[config.mk]
export PLATFORM = sky130hd
export DESIGN_NAME = stc_timer
export DESIGN_NICKNAME = d
export VERILOG_FILES = /design/src/verilog/stc_pkg.sv /design/src/verilog/stc_edge.sv /design/src/verilog/stc_byte16.sv /design/src/verilog/stc_timer.sv
export SDC_FILE = /design/constraint.sdc
export NUM_CORES = 1
export LEC_CHECK = 0
export ABC_AREA = 0
export BUFFER_PORTS_ARGS = -buffer_cell sky130_fd_sc_hd__buf_2
export CORE_MARGIN = 2
export CORE_UTILIZATION = 45
export CTS_BUF_LIST = sky130_fd_sc_hd__clkbuf_16
export CTS_CLUSTER_SIZE = 14
export DETAILED_ROUTE_END_ITERATION = 10
export PLACE_DENSITY = 0.63
export RECOVER_POWER = 25
export SLEW_MARGIN = 0
export SYNTH_ARGS = -nofsm -noshare
export SYNTH_HDL_FRONTEND = slang
export SYNTH_SLANG_ARGS = --single-unit
[constraint.sdc]
create_clock -name sys_clk -period 7.3 [get_ports sys_clk]
set_input_delay 0.73 -clock sys_clk [delete_from_list [all_inputs] [get_ports sys_clk]]
set_output_delay 0.73 -clock sys_clk [all_outputs]
set_load 0.01 [all_outputs]
[src/verilog/stc_pkg.sv]
// stc_pkg: shared constants and carriers for the 16-bit timer core
// assumes: single 125 MHz clock, byte-wide register port
package stc_pkg;
  // register byte offsets (index = byte address on the plain port)
  localparam logic [4:0] ADR_CNT_LO   = 5'h00;
  localparam logic [4:0] ADR_CNT_HI   = 5'h01;
  localparam logic [4:0] ADR_CMPA_LO  = 5'h02;
  localparam logic [4:0] ADR_CMPA_HI  = 5'h03;
  localparam logic [4:0] ADR_CMPB_LO  = 5'h04;
  localparam logic [4:0] ADR_CMPB_HI  = 5'h05;
  localparam logic [4:0] ADR_CMPC_LO  = 5'h06;
  localparam logic [4:0] ADR_CMPC_HI  = 5'h07;
  localparam logic [4:0] ADR_CAP_LO   = 5'h08;
  localparam logic [4:0] ADR_CAP_HI   = 5'h09;
  localparam logic [4:0] ADR_CTRL_A   = 5'h0a;
  localparam logic [4:0] ADR_CTRL_B   = 5'h0b;
  localparam logic [4:0] ADR_CTRL_C   = 5'h0c;
  localparam logic [4:0] ADR_FLAG     = 5'h0d;
  localparam logic [4:0] ADR_MASK     = 5'h0e;
  localparam logic [4:0] ADR_POWER    = 5'h0f;
  // flag / mask bit positions
  localparam int FB_OVF  = 0;
  localparam int FB_CMPA = 1;
  localparam int FB_CMPB = 2;
  localparam int FB_CMPC = 3;
  localparam int FB_CAP  = 5;
  localparam logic [7:0] FLAG_USED = 8'h2f;
  // control B fields
  localparam int CB_SEL_LO  = 0; // 3-bit clock select
  localparam int CB_MODE_LO = 3; // 3-bit top source select
  localparam int CB_EDGE    = 6; // capture edge, 1 = rising
  localparam int CA_FILT    = 0; // control A: capture filter enable
  localparam int CA_ACMP    = 1; // control A: comparator as capture source
  localparam int CA_PWM     = 2; // control A: pwm flag for channel a
  // clock select codes
  localparam logic [2:0] CS_STOP = 3'h0;
  localparam logic [2:0] CS_SYS  = 3'h1;
  localparam logic [2:0] CS_PRE  = 3'h2;
  localparam logic [2:0] CS_FALL = 3'h6;
  localparam logic [2:0] CS_RISE = 3'h7;
  // top source codes
  localparam logic [2:0] TOP_MAX  = 3'h0;
  localparam logic [2:0] TOP_8    = 3'h1;
  localparam logic [2:0] TOP_9    = 3'h2;
  localparam logic [2:0] TOP_10   = 3'h3;
  localparam logic [2:0] TOP_CMPA = 3'h4;
  localparam logic [2:0] TOP_CAP  = 3'h5;
  // counter landmarks
  localparam logic [15:0] VAL_BOTTOM = 16'h0000;
  localparam logic [15:0] VAL_MAX    = 16'hffff;
  localparam logic [15:0] VAL_T8     = 16'h00ff;
  localparam logic [15:0] VAL_T9     = 16'h01ff;
  localparam logic [15:0] VAL_T10    = 16'h03ff;
  localparam logic [15:0] RST_WORD   = 16'h0000;
  localparam logic [7:0]  RST_BYTE   = 8'h00;
  localparam logic [7:0]  RST_POWER  = 8'h01; // timer gated after reset
  localparam int          FILT_LEN   = 4;     // filter agreement samples
  // register port carrier
  typedef struct packed {
    logic [4:0] addr;
    logic [7:0] wdata;
    logic       wr;
    logic       rd;
  } stc_bus_t;
  // counter status carrier
  typedef struct packed {
    logic bottom;
    logic at_max;
    logic at_top;
  } stc_stat_t;
endpackage : stc_pkg

[src/verilog/stc_edge.sv]
// stc_edge: optional majority-free filter plus edge detector for one pin
// assumes: pin already synchronous to sys_clk
`timescale 1ns/100ps
module stc_edge (
  // clock and reset
  input  wire logic sys_clk,
  input  wire logic rst_n,
  // control
  input  wire logic filt_en,
  input  wire logic rise_sel,
  // pin and event
  input  wire logic pin,
  output logic      hit
);
  import stc_pkg::*;
  logic [FILT_LEN-1:0] hist;
  logic                level;
  logic                level_d;
  wire                 all_hi = &hist;
  wire                 all_lo = ~|hist;
  wire                 next_level = filt_en ? (all_hi ? 1'b1 :
                                     (all_lo ? 1'b0 : level)) : pin;

  // filter trades FILT_LEN cycles of latency for spike rejection
  always_ff @(posedge sys_clk or negedge rst_n) begin
    if (!rst_n) begin
      hist    <= '0;
      level   <= 1'b0;
      level_d <= 1'b0;
    end else begin
      hist    <= {hist[FILT_LEN-2:0], pin};
      level   <= next_level;
      level_d <= level;
    end
  end

  assign hit = rise_sel ? (level & ~level_d) : (~level & level_d);
endmodule : stc_edge

[src/verilog/stc_byte16.sv]
// stc_byte16: one 16-bit register with low-byte-triggered load
// assumes: staged high byte supplied by the owner of the shared stage
`timescale 1ns/100ps
module stc_byte16 (
  // clock and reset
  input  wire logic        sys_clk,
  input  wire logic        rst_n,
  // cpu load path
  input  wire logic        lo_wr,
  input  wire logic [7:0]  lo_data,
  input  wire logic [7:0]  stage,
  // hardware load path, cpu wins
  input  wire logic        hw_ld,
  input  wire logic [15:0] hw_data,
  // contents
  output logic [15:0]      q
);
  import stc_pkg::*;
  // cpu low-byte write joins the staged high byte in one edge
  always_ff @(posedge sys_clk or negedge rst_n) begin
    if (!rst_n)
      q <= RST_WORD;
    else if (lo_wr)
      q <= {stage, lo_data};
    else if (hw_ld)
      q <= hw_data;
  end
endmodule : stc_byte16

[src/verilog/stc_timer.sv]
// stc_timer: 16-bit timer/counter core with byte-wide host access
// assumes: plain register port, read data one cycle after the strobe
`timescale 1ns/100ps
module stc_timer (
  // clock and reset
  input  wire logic               sys_clk,
  input  wire logic               rst_b,
  // register port
  input  wire stc_pkg::stc_bus_t  bus,
  output logic [7:0]              rdata,
  // pins and sources
  input  wire logic               presc_tick,
  input  wire logic               ext_count_pin,
  input  wire logic               capture_input_pin,
  input  wire logic               comparator_out,
  // events and status
  output logic [2:0]              compare_match,
  output logic                    pwm_a_allowed,
  output stc_pkg::stc_stat_t      stat,
  output logic                    irq
);
  import stc_pkg::*;

  // reset release
  logic [1:0]  rst_sync;
  logic        rst_n;
  // byte registers and the shared stage
  logic [7:0]  stage;
  logic [7:0]  ctrl_a;
  logic [7:0]  ctrl_b;
  logic [7:0]  ctrl_c;
  logic [7:0]  flag_reg;
  logic [7:0]  mask_reg;
  logic [7:0]  power_reg;
  // word registers; compare values keep a buffer and an active copy
  logic [15:0] count_value;
  logic [15:0] cmp_active [3];
  logic [15:0] cmp_buf [3];
  logic [15:0] capture_value;
  // helpers
  logic        ext_d;
  logic        count_up;
  logic [7:0]  next_rdata;

  // reset release through two flops; assertion stays asynchronous, but
  // every register below leaves reset on the same clean edge, two edges
  // after the pin rises, so nothing sees a half-released reset
  always_ff @(posedge sys_clk or negedge rst_b) begin
    if (!rst_b)
      rst_sync <= 2'b00;
    else
      rst_sync <= {rst_sync[0], 1'b1};
  end
  assign rst_n = rst_sync[1];

  // address decode
  // reads have no side effect other than on the stage
  wire wr = bus.wr;
  wire rd = bus.rd;
  wire [4:0] a = bus.addr;
  wire wr_cnt_lo = wr && a == ADR_CNT_LO;
  wire rd_cnt_lo = rd && a == ADR_CNT_LO;
  wire rd_cap_lo = rd && a == ADR_CAP_LO;
  wire wr_cap_lo = wr && a == ADR_CAP_LO;
  // byte registers: one select each, so a bad address simply hits nothing
  wire wr_ctrl_a = wr && a == ADR_CTRL_A;
  wire wr_ctrl_b = wr && a == ADR_CTRL_B;
  wire wr_ctrl_c = wr && a == ADR_CTRL_C;
  wire wr_flag   = wr && a == ADR_FLAG;
  wire wr_mask   = wr && a == ADR_MASK;
  wire wr_power  = wr && a == ADR_POWER;
  wire [2:0] wr_cmp_lo = {wr && a == ADR_CMPC_LO, wr && a == ADR_CMPB_LO,
                          wr && a == ADR_CMPA_LO};
  // any high location write lands in the shared stage
  wire wr_hi = wr && (a == ADR_CNT_HI || a == ADR_CMPA_HI ||
               a == ADR_CMPB_HI || a == ADR_CMPC_HI ||
               a == ADR_CAP_HI);

  // clock selection
  // the power gate wins over every source, so a gated timer never counts
  wire        gated   = power_reg[0];
  wire [2:0]  sel     = ctrl_b[CB_SEL_LO +: 3];
  wire        ext_r   = ext_count_pin & ~ext_d;
  wire        ext_f   = ~ext_count_pin & ext_d;
  // one candidate per source; codes not listed select nothing and the
  // counter then holds, the same as the stop code
  wire        tick_sys  = sel == CS_SYS;
  wire        tick_pre  = sel == CS_PRE && presc_tick;
  wire        tick_fall = sel == CS_FALL && ext_f;
  wire        tick_rise = sel == CS_RISE && ext_r;
  // the pin must hold each level for a clock or its edge is lost
  wire        timer_tick = !gated &&
                (tick_sys || tick_pre || tick_fall || tick_rise);

  // top value selection; the counter only counts up, so modes that run
  // down from the top are not built here
  wire [2:0]  mode = ctrl_b[CB_MODE_LO +: 3];
  wire [15:0] top_value =
      (mode == TOP_8)    ? VAL_T8 :
      (mode == TOP_9)    ? VAL_T9 :
      (mode == TOP_10)   ? VAL_T10 :
      (mode == TOP_CMPA) ? cmp_active[0] :
      (mode == TOP_CAP)  ? capture_value : VAL_MAX;
  // status decodes follow the counter combinationally
  assign stat.bottom = count_value == VAL_BOTTOM;
  assign stat.at_max = count_value == VAL_MAX;
  assign stat.at_top = count_value == top_value;
  // channel a cannot drive pwm while it is the top
  assign pwm_a_allowed = !(ctrl_a[CA_PWM] && mode == TOP_CMPA);

  // single-slope up count wrapping at top
  // a start above the top runs on to 0xffff before it wraps
  wire        wrap = stat.at_top || stat.at_max;
  wire [15:0] next_count = wrap ? VAL_BOTTOM : count_value + 16'h0001;

  // capture trigger path
  logic cap_hit;
  wire  cap_src = ctrl_a[CA_ACMP] ? comparator_out : capture_input_pin;
  stc_edge u_cap_edge (
    .sys_clk  (sys_clk),
    .rst_n    (rst_n),
    .filt_en  (ctrl_a[CA_FILT]),
    .rise_sel (ctrl_b[CB_EDGE]),
    .pin      (cap_src),
    .hit      (cap_hit)
  );
  // capture only from edges when it is not acting as top; switching the
  // source can itself look like an edge, so software clears the capture
  // flag after changing it
  wire cap_ld = cap_hit && mode != TOP_CAP;
  stc_byte16 u_cap (
    .sys_clk (sys_clk),
    .rst_n   (rst_n),
    .lo_wr   (wr_cap_lo),
    .lo_data (bus.wdata),
    .stage   (stage),
    .hw_ld   (cap_ld),
    .hw_data (count_value),
    .q       (capture_value)
  );

  // compare channels: buffered value moves to active at bottom or when
  // the pwm flag in control A is clear, whatever the top source
  // in pwm use the new value waits for the wrap so that one period never
  // sees two different compare levels
  wire buf_update = !ctrl_a[CA_PWM] || (timer_tick && wrap);
  genvar g;
  generate
    for (g = 0; g < 3; g++) begin : g_cmp
      // cpu side buffer of each compare channel
      stc_byte16 u_cmp (
        .sys_clk (sys_clk),
        .rst_n   (rst_n),
        .lo_wr   (wr_cmp_lo[g]),
        .lo_data (bus.wdata),
        .stage   (stage),
        .hw_ld   (1'b0),
        .hw_data (RST_WORD),
        .q       (cmp_buf[g])
      );
      // active copy is what the counter is compared with
      always_ff @(posedge sys_clk or negedge rst_n) begin
        if (!rst_n)
          cmp_active[g] <= RST_WORD;
        else if (buf_update)
          cmp_active[g] <= cmp_buf[g];
      end
      // a counter write blocks the match on that edge
      assign compare_match[g] = timer_tick && !wr_cnt_lo &&
                                count_value == cmp_active[g];
    end
  endgenerate

  // counter and external-pin edge history; a cpu write wins over the
  // count on the same edge, and a running counter may skip a match when
  // software moves it past a compare value
  always_ff @(posedge sys_clk or negedge rst_n) begin
    if (!rst_n) begin
      count_value <= RST_WORD;
      ext_d       <= 1'b0;
    end else begin
      ext_d <= ext_count_pin;
      if (wr_cnt_lo)
        count_value <= {stage, bus.wdata};
      else if (timer_tick)
        count_value <= next_count;
    end
  end
  assign count_up = timer_tick && !wr_cnt_lo && wrap;

  // shared high-byte stage; compare reads leave it alone. the stage is
  // one byte for all word registers, so two word accesses that interleave
  // corrupt each other: software keeps each pair of bytes together
  always_ff @(posedge sys_clk or negedge rst_n) begin
    if (!rst_n)
      stage <= RST_BYTE;
    else if (wr_hi)
      stage <= bus.wdata;
    else if (rd_cnt_lo)
      stage <= count_value[15:8];
    else if (rd_cap_lo)
      stage <= capture_value[15:8];
  end

  // control, mask and power bytes: plain storage
  // writes to an unmapped address change nothing
  always_ff @(posedge sys_clk or negedge rst_n) begin
    if (!rst_n) begin
      ctrl_a    <= RST_BYTE;
      ctrl_b    <= RST_BYTE;
      ctrl_c    <= RST_BYTE;
      mask_reg  <= RST_BYTE;
      power_reg <= RST_POWER;
    end else begin
      if (wr_ctrl_a)
        ctrl_a <= bus.wdata;
      if (wr_ctrl_b)
        ctrl_b <= bus.wdata;
      if (wr_ctrl_c)
        ctrl_c <= bus.wdata;
      // unused mask and power bits read back as zero
      if (wr_mask)
        mask_reg <= bus.wdata & FLAG_USED;
      if (wr_power)
        power_reg <= bus.wdata & 8'h01;
    end
  end

  // flags: write one clears, a new event in the same cycle wins
  // event vector in flag bit order; spare bits never set
  wire [7:0] evt;
  assign evt[FB_OVF]  = count_up;
  assign evt[FB_CMPA] = compare_match[0];
  assign evt[FB_CMPB] = compare_match[1];
  assign evt[FB_CMPC] = compare_match[2];
  assign evt[4]       = 1'b0;
  assign evt[FB_CAP]  = cap_ld;
  assign evt[7:6]     = 2'b00;
  // a flag stays set until software writes a one to it; the hardware
  // event wins when both land on one edge, so no event is ever lost
  wire [7:0] clr = wr_flag ? bus.wdata : 8'h00;
  always_ff @(posedge sys_clk or negedge rst_n) begin
    if (!rst_n)
      flag_reg <= RST_BYTE;
    else
      flag_reg <= ((flag_reg & ~clr) | evt) & FLAG_USED;
  end
  // one request line: any set flag whose mask bit is set
  assign irq = |(flag_reg & mask_reg);

  // read mux; compare high bytes come straight from the register.
  // counter and capture high locations show the stage, which the low
  // read has just filled, so a word read is one consistent snapshot
  always_comb begin
    next_rdata = 8'h00;
    unique case (a)
      ADR_CNT_LO:  next_rdata = count_value[7:0];
      ADR_CNT_HI:  next_rdata = stage;
      ADR_CMPA_LO: next_rdata = cmp_buf[0][7:0];
      ADR_CMPA_HI: next_rdata = cmp_buf[0][15:8];
      ADR_CMPB_LO: next_rdata = cmp_buf[1][7:0];
      ADR_CMPB_HI: next_rdata = cmp_buf[1][15:8];
      ADR_CMPC_LO: next_rdata = cmp_buf[2][7:0];
      ADR_CMPC_HI: next_rdata = cmp_buf[2][15:8];
      ADR_CAP_LO:  next_rdata = capture_value[7:0];
      ADR_CAP_HI:  next_rdata = stage;
      ADR_CTRL_A:  next_rdata = ctrl_a;
      ADR_CTRL_B:  next_rdata = ctrl_b;
      ADR_CTRL_C:  next_rdata = ctrl_c;
      ADR_FLAG:    next_rdata = flag_reg;
      ADR_MASK:    next_rdata = mask_reg;
      ADR_POWER:   next_rdata = power_reg;
      default:     next_rdata = 8'h00;
    endcase
  end

  // read data only in the cycle after the strobe; idle cycles return
  // zero so a stale byte can never be mistaken for an answer
  always_ff @(posedge sys_clk or negedge rst_n) begin
    if (!rst_n)
      rdata <= 8'h00;
    else
      rdata <= rd ? next_rdata : 8'h00;
  end
endmodule : stc_timer

==> run_results.csv, run 1 <==
group,metric,value,unit
timing,maxSlewViolCount,112,
worst_setup_path,path_buf_inv,1,
worst_setup_path,cp_num_cells,1,
timing,rsz0062_at_grt,"false",
die,die_area,22700,sq um
synthesis,postSynthAreaPerCell,11.0,sq um
timing,worst_slew_pin_slew,2660,ps
worst_hold_path,hold_class,"in2async",
synthesis,yosysSeqAreaShare,48.5,%
worst_setup_path,timing.rr.end,"cmp_active[1]",
global_route,grt_max_degree,79,
worst_setup_path,slowest_stage,"dfrtp_1",
cells_and_area,nets,903,
timing,timing_hold_violations_final,0,
clock_tree,cts-root-buf,"clkbuf_16",
die,ios,37,
place,portBuffers,36,
synthesis,syn-num-nets,902,
die,die_x,151,um
drt,drt-initial-drc-count,811,
clock_tree,cts_buffer_depth,2,
drt,wl,31.1,mm
synthesis,ys_top_cells_by_count,"dfrtp_1 (187), mux2_2 (110), nand2_1 (69)",
worst_setup_path,startpoint_type,"flop",
pwr,p_per_area,320,nW/um^2
drt,via_count,7533,
drt,avgRoutedWirePerCell,26.6,um
place,hpwlAfterDp,20.8,mm
timing,setup_viol,0,
cells_and_area,diodes,0,
drt,vias_per_cell,6.45,
global_route,grt_pass1_vias,7317,
place,post_dp_cell_area,10100,sq um
synthesis,async_reset_ff_share,100,%
clock_tree,h-tree-depth,4,
drt,final_antenna_net_count,0,
worst_setup_path,slowest_delay,2140,ps
job,max_cap_viol_count,2,
global_route,antenna_found_initial,0,
timing,fmax,0.225,GHz
die,die_y,151,um
worst_setup_path,required,7330,ps
pwr,ir_drop,154,uV
worst_setup_path,cp_data_arrival_time,4470,ps
synthesis,synth_ff_type,"dfrtp_1",
timing,relSlewSlack,-77.1,%
worst_setup_path,rrSetupSlack,2860,ps
worst_setup_path,r2r-start,"rst_sync[1]",
die,core_area,21100,sq um
synthesis,synth_top_area_share,48.2,%
cells_and_area,top_regs,"cmp_active x48, g_cmp.u_cmp.q x48",
clock_tree,cts_buffers,17,
clock_tree,path_clk_slew,80,ps
synthesis,syn_inst,879,
cells_and_area,layout-drive-gt1-share,20.8,%
place,place.gp.congestion,0.898,
clock_tree,cts.sinks,188,
worst_setup_path,crit_family,"flip-flops",
cells_and_area,final_core_util,50.5,%
synthesis,yosysTopAreaCell,"dfrtp_1",
global_route,grt_first_pass_wirelength,47.3,mm
worst_setup_path,ff2ff_path_depth,1,
clock_tree,cts_resized,0,
worst_setup_path,worstPathMaxFanout,63,
worst_setup_path,end_kind,"async pin",
timing,fin_skew,16.1,ps
clock_tree,clock_latency,440,ps
global_route,grt_usage,28.6,%
clock_tree,postCtsHoldBufs,0,
outcome,violations,"capacitance limit, slew limit",
cells_and_area,syn_to_final_growth,9.67,%
timing,layout_min_cycle_time,4440,ps
outcome,outcome,"finished with violations",
cells_and_area,design_area,10600,sq um
timing,finalSetupTns,0,ps
worst_setup_path,cp_cell_sequence,"clkbuf_1",
timing,whs,56.3,ps
clock_tree,cts_setup_buffers,0,
worst_setup_path,path_class,"reg2async",
synthesis,synth_area_leaders,"dfrtp_1 (48%), mux2_2 (13%), xor2_1 (4.6%)",
synthesis,yosysMostFrequentCell,"dfrtp_1",
synthesis,synth_area,9700,sq um
synthesis,ys_seq_elements,188,
drt,firstDrtPassIters,5,
die,rows,53,
synthesis,synth_cell_types,58,
synthesis,synth_edf_count,0,
pwr,p_leak,4.64,nW
drt,route.detailed.drc,0,
clock_tree,cts_tree,"yes",
timing,period_share,60.8,%
synthesis,yosys_warnings,0,
die,start_util,46.0,%
global_route,grt_overflow,0,
## through the flow
step,cells,power [mW],setup slack (ps)
global placement,1136,2.45,3620
floorplan,879,2.16,1680
global route,1168,3.57,1990
finish,1168,3.41,2860
CTS,1168,3.40,3240
detailed placement,1136,2.47,3560
## per-layer routing
| layer | track usage, % | wire (um) | up-vias |
|---|---|---|---|
| met5 | 0 | 0 | - |
| met4 | 9.02 | 986 | 0 |
| met3 | 6.81 | 2520 | 76 |
| met2 | 43.5 | 14000 | 363 |
| met1 | 40.6 | 13600 | 3838 |
| li1 | - | - | 3256 |
## power by group
group          leakage [nW]  switching [mW]  internal, mW
Combinational          1.98           0.386         0.395
Clock                 0.290           0.472         0.461
Sequential             2.37           0.414          1.28
## worst max path at each step
stage / startpoint / to
final: rst_sync[1] / cmp_active[1]
after global placement: ctrl_b[5] / cmp_active[20]
after global routing: rst_sync[1] / cmp_active[1]
after CTS: ctrl_b[5] / stat[0]
after detailed placement: ctrl_b[5] / cmp_active[9]
after floorplan: rst_sync[1] / cmp_active[0]
## cell usage in the layout (no fill, tap or decap), types with 13 or more instances in the layout
master	Yosys	final
mux2_2	110	109
a221oi_1	22	22
mux2i_1	30	30
and3_1	13	13
o21ai_0	32	32
nand2_1	69	69
xor2_1	51	51
a22oi_1	13	13
mux2_1	21	22
nand3_1	23	23
inv_1	12	13
a22o_1	19	19
dfrtp_1	187	187
buf_2	5	25
a21oi_1	22	21
clkbuf_16	0	17
nor4_1	17	17
nor2_1	33	33
## layout make-up
type,count,area (sq um)
Multi-Input combinational cell,612,4680
Fill cell,1924,10400
Timing Repair Buffer,49,260
Clock inverter,15,175
Tap cell,275,344
Inverter,12,45.0
Clock buffer,17,425
Sequential cell,188,4710
## cell families after synthesis
logic type	after synthesis	synth area share (%)
AOI/OAI and AO/OA	173	13.0
xor gates and xnor gates	58	5.24
adders and majority gates	2	0.258
buffers and inverters	79	3.43
DFF	188	48.5
muxes	161	18.3
other	1	0.0387
and+or+nand+nor	217	11.2
Note: power is estimated with default switching activity, not from simulation.
==> inputs of run 2 (changes only) <==
Settings changed: ABC_AREA 0 to 1, PLACE_DENSITY 0.63 to 0.65.
Clock period 7.3 ns to 3.8 ns, I/O delays scaled along.
==> run 2 against run 1 <==
Net effect:
- the run still ends with capacitance limit, slew limit left
- cell count grew 31%
- synthesized area grew 0.71%
- clock power grew 86%
- combinational power grew to 2.7 times the previous value
- power grew 100%
- clock skew shrank 5.7 ps
- worst setup slack lost 2300 ps
- wire length grew 12%
- utilization grew 0.21 points
- first-iteration DRC count grew 58%
- via count grew 23%
- critical path type is now reg2out
==> run_results.csv, run 2 <==
group,metric,value,unit
timing,relSlewSlack,-5.83,%
cells_and_area,syn_to_final_growth,9.69,%
cells_and_area,top_regs,"cmp_active x48, g_cmp.u_cmp.q x48",
timing,maxSlewViolCount,39,
drt,dr_wl_met2,15.3,mm
synthesis,synth_edf_count,0,
die,ios,37,
worst_setup_path,startpoint_type,"flop",
place,place.gp.congestion,0.962,
global_route,grt_first_pass_wirelength,53.2,mm
synthesis,yosysMostFrequentCell,"nand2_1",
global_route,antenna_found_initial,1,
timing,layout_min_cycle_time,3240,ps
drt,wl,34.9,mm
synthesis,async_reset_ff_share,100,%
clock_tree,clock_latency,440,ps
outcome,outcome,"finished with violations",
cells_and_area,layout-drive-gt1-share,8.03,%
timing,fin_skew,10.4,ps
drt,final_antenna_net_count,0,
drt,avgRoutedWirePerCell,22.8,um
pwr,ir_drop,270,uV
synthesis,synth_ff_type,"dfrtp_1",
pwr,internal-power,4.07,mW
clock_tree,cts_buffer_depth,2,
die,start_util,46.2,%
worst_setup_path,path_buf_inv,4,
synthesis,yosysSeqAreaShare,48.2,%
die,die_x,151,um
pwr,swShare,41.4,%
die,rows,53,
synthesis,synth_cell_types,51,
timing,period_share,85.4,%
pwr,comb_power_share,30.0,%
global_route,grt_pass1_vias,8592,
pwr,power.switching,2.87,mW
die,die_y,151,um
clock_tree,postCtsHoldBufs,1,
synthesis,ys_seq_elements,188,
place,post_dp_cell_area,10200,sq um
worst_setup_path,path_class,"reg2out",
timing,worst_slew_pin_slew,1590,ps
synthesis,synth_top_area_share,47.9,%
drt,via_count,9238,
job,max_cap_viol_count,1,
drt,firstDrtPassIters,6,
worst_setup_path,worstPathMaxFanout,10,
cells_and_area,layout_common_cells,"nand2_1 (368), dfrtp_1 (186), o21ai_0 (133)",
outcome,violations,"capacitance limit, slew limit",
synthesis,syn_inst,1229,
synthesis,synth_area,9770,sq um
drt,vias_per_cell,6.02,
worst_setup_path,crit_family,"simple AND/OR/NAND/NOR gates",
worst_setup_path,cpMostUsedCell,"inv_1",
worst_setup_path,slowest_stage,"nor2_2",
worst_hold_path,hold_class,"in2reg",
place,portBuffers,36,
timing,fmax,0.308,GHz
drt,drt-initial-drc-count,1284,
synthesis,ys_top_cells_by_count,"nand2_1 (368), dfrtp_1 (187), o21ai_0 (133)",
pwr,pwr-share-seq,45.0,%
synthesis,synth_area_leaders,"dfrtp_1 (48%), nand2_1 (14%), o21ai_0 (6.8%)",
worst_setup_path,cp_data_arrival_time,2860,ps
drt,route.detailed.drc,0,
synthesis,postSynthAreaPerCell,7.95,sq um
cells_and_area,final_cells,1534,
timing,finalSetupTns,0,ps
pwr,p_clk_share,25.0,%
timing,setup_viol,0,
global_route,grt_max_degree,108,
worst_setup_path,cp_cell_sequence,"inv_1 > nand2_1 > nand3_1 > o211ai_1 > a31oi_1 > inv_1 > nor2_2 > nand3_1 > inv_1 > buf_2",
worst_setup_path,required,3420,ps
worst_setup_path,end_kind,"primary output",
cells_and_area,nets,1268,
synthesis,yosysTopAreaCell,"dfrtp_1",
cells_and_area,design_area,10700,sq um
clock_tree,path_clk_slew,70,ps
drt,top_layer_used,"met5",
clock_tree,h-tree-depth,4,
global_route,grt_usage,32.1,%
synthesis,syn-num-nets,1252,
die,core_area,21200,sq um
place,hpwlAfterDp,24.9,mm
die,die_area,22900,sq um
global_route,grt_overflow,0,
clock_tree,cts_resized,0,
place,placedCellCount,1500,
synthesis,yosys_warnings,0,
cells_and_area,final_common_cell,"nand2_1",
clock_tree,cts_buffers,17,
pwr,p_leak,5.16,nW
timing,rsz0062_at_grt,"false",
clock_tree,cts_tree,"yes",
drt,wl_met1,14.4,mm
pwr,p_per_area,647,nW/um^2
clock_tree,cts.sinks,188,
drt,dr_wl_met3,3.74,mm
clock_tree,cts-root-buf,"clkbuf_16",
timing,timing_hold_violations_final,0,
worst_setup_path,slowest_delay,570,ps
clock_tree,cts_setup_buffers,0,
[run 2: metrics by stage]
step | total power [mW] | setup WS, ps | utilization, % | hold slack, ps
after detailed placement | 5.15 | 894 | 48.1 | 167
final | 6.94 | 556 | 50.7 | 61.7
after CTS | 6.87 | 597 | 50.8 | 50.5
after global placement | 5.12 | 874 | 48.1 | 167
after global routing | 7.29 | 355 | 50.7 | 60.7
after floorplan | 4.34 | 700 | - | 84.4
[run 2: path summary, 6_finish.rpt]
check / startpoint / to / slack [ps] / cells after the start
setup reg to reg: ctrl_b[5] / cmp_active[11] / 770 / 12
max in group asynchronous: rst_sync[1] / ctrl_a[2] / 1220 / 1
hold / removal: ext_count_pin / ext_d / 60 / 1
setup / recovery: ctrl_b[0] / compare_match[1] / 560 / 10
min in group asynchronous: rst_b / rst_sync[0] / 240 / 2
hold reg to reg: rst_sync[0] / rst_sync[1] / 350 / 0
[run 2: worst reg2reg max path: cells and delay by family, from the launching register on]
family / cells / cell delay (ps)
buffers and inverters: 3 / 910
AOI/OAI and AO/OA: 2 / 710
and+or+nand+nor: 6 / 640
DFF: 1 / 460
xor gates and xnor gates: 1 / 260
[run 2: cells by family (layout without fill, tap and decap cells)]
kind of cell	Yosys count	after routing	synth area share, %
XOR/XNOR	44	44	3.94
flip-flops	188	188	48.2
multiplexers	1	1	0.115
adder cells (fa/ha/maj)	2	2	0.256
other	1	2	0.0384
AO/OA/AOI/OAI	227	227	13.9
buffers and inverters	164	193	6.94
AND/OR/NAND/NOR	602	602	26.6
[run 2: layer usage]
metal / GRT usage, % / vias up
met4: 14.5 / 2
met1: 45.4 / 4403
met3: 7.98 / 104
li1: - / 4151
met2: 46.5 / 578
met5: 0 / -
[run 2: final cells by class]
| cell class | count | area (sq um) |
|---|---|---|
| Multi-Input combinational cell | 877 | 4390 |
| Inverter | 108 | 407 |
| Sequential cell | 188 | 4710 |
| Timing Repair Buffer | 53 | 312 |
| Fill cell | 2090 | 10400 |
| Clock inverter | 15 | 134 |
| Tap cell | 275 | 344 |
| Antenna cell | 1 | 2.50 |
| Clock buffer | 17 | 425 |
[run 2: power by group through the flow]
stage / sequential (mW) / clock (mW) / combinational (mW)
floorplan: 2.81 / 0 / 1.53
CTS: 3.09 / 1.74 / 2.04
finish: 3.12 / 1.74 / 2.08
global placement: 3.12 / 0 / 2.00
global route: 3.17 / 1.83 / 2.28
detailed placement: 3.13 / 0 / 2.02
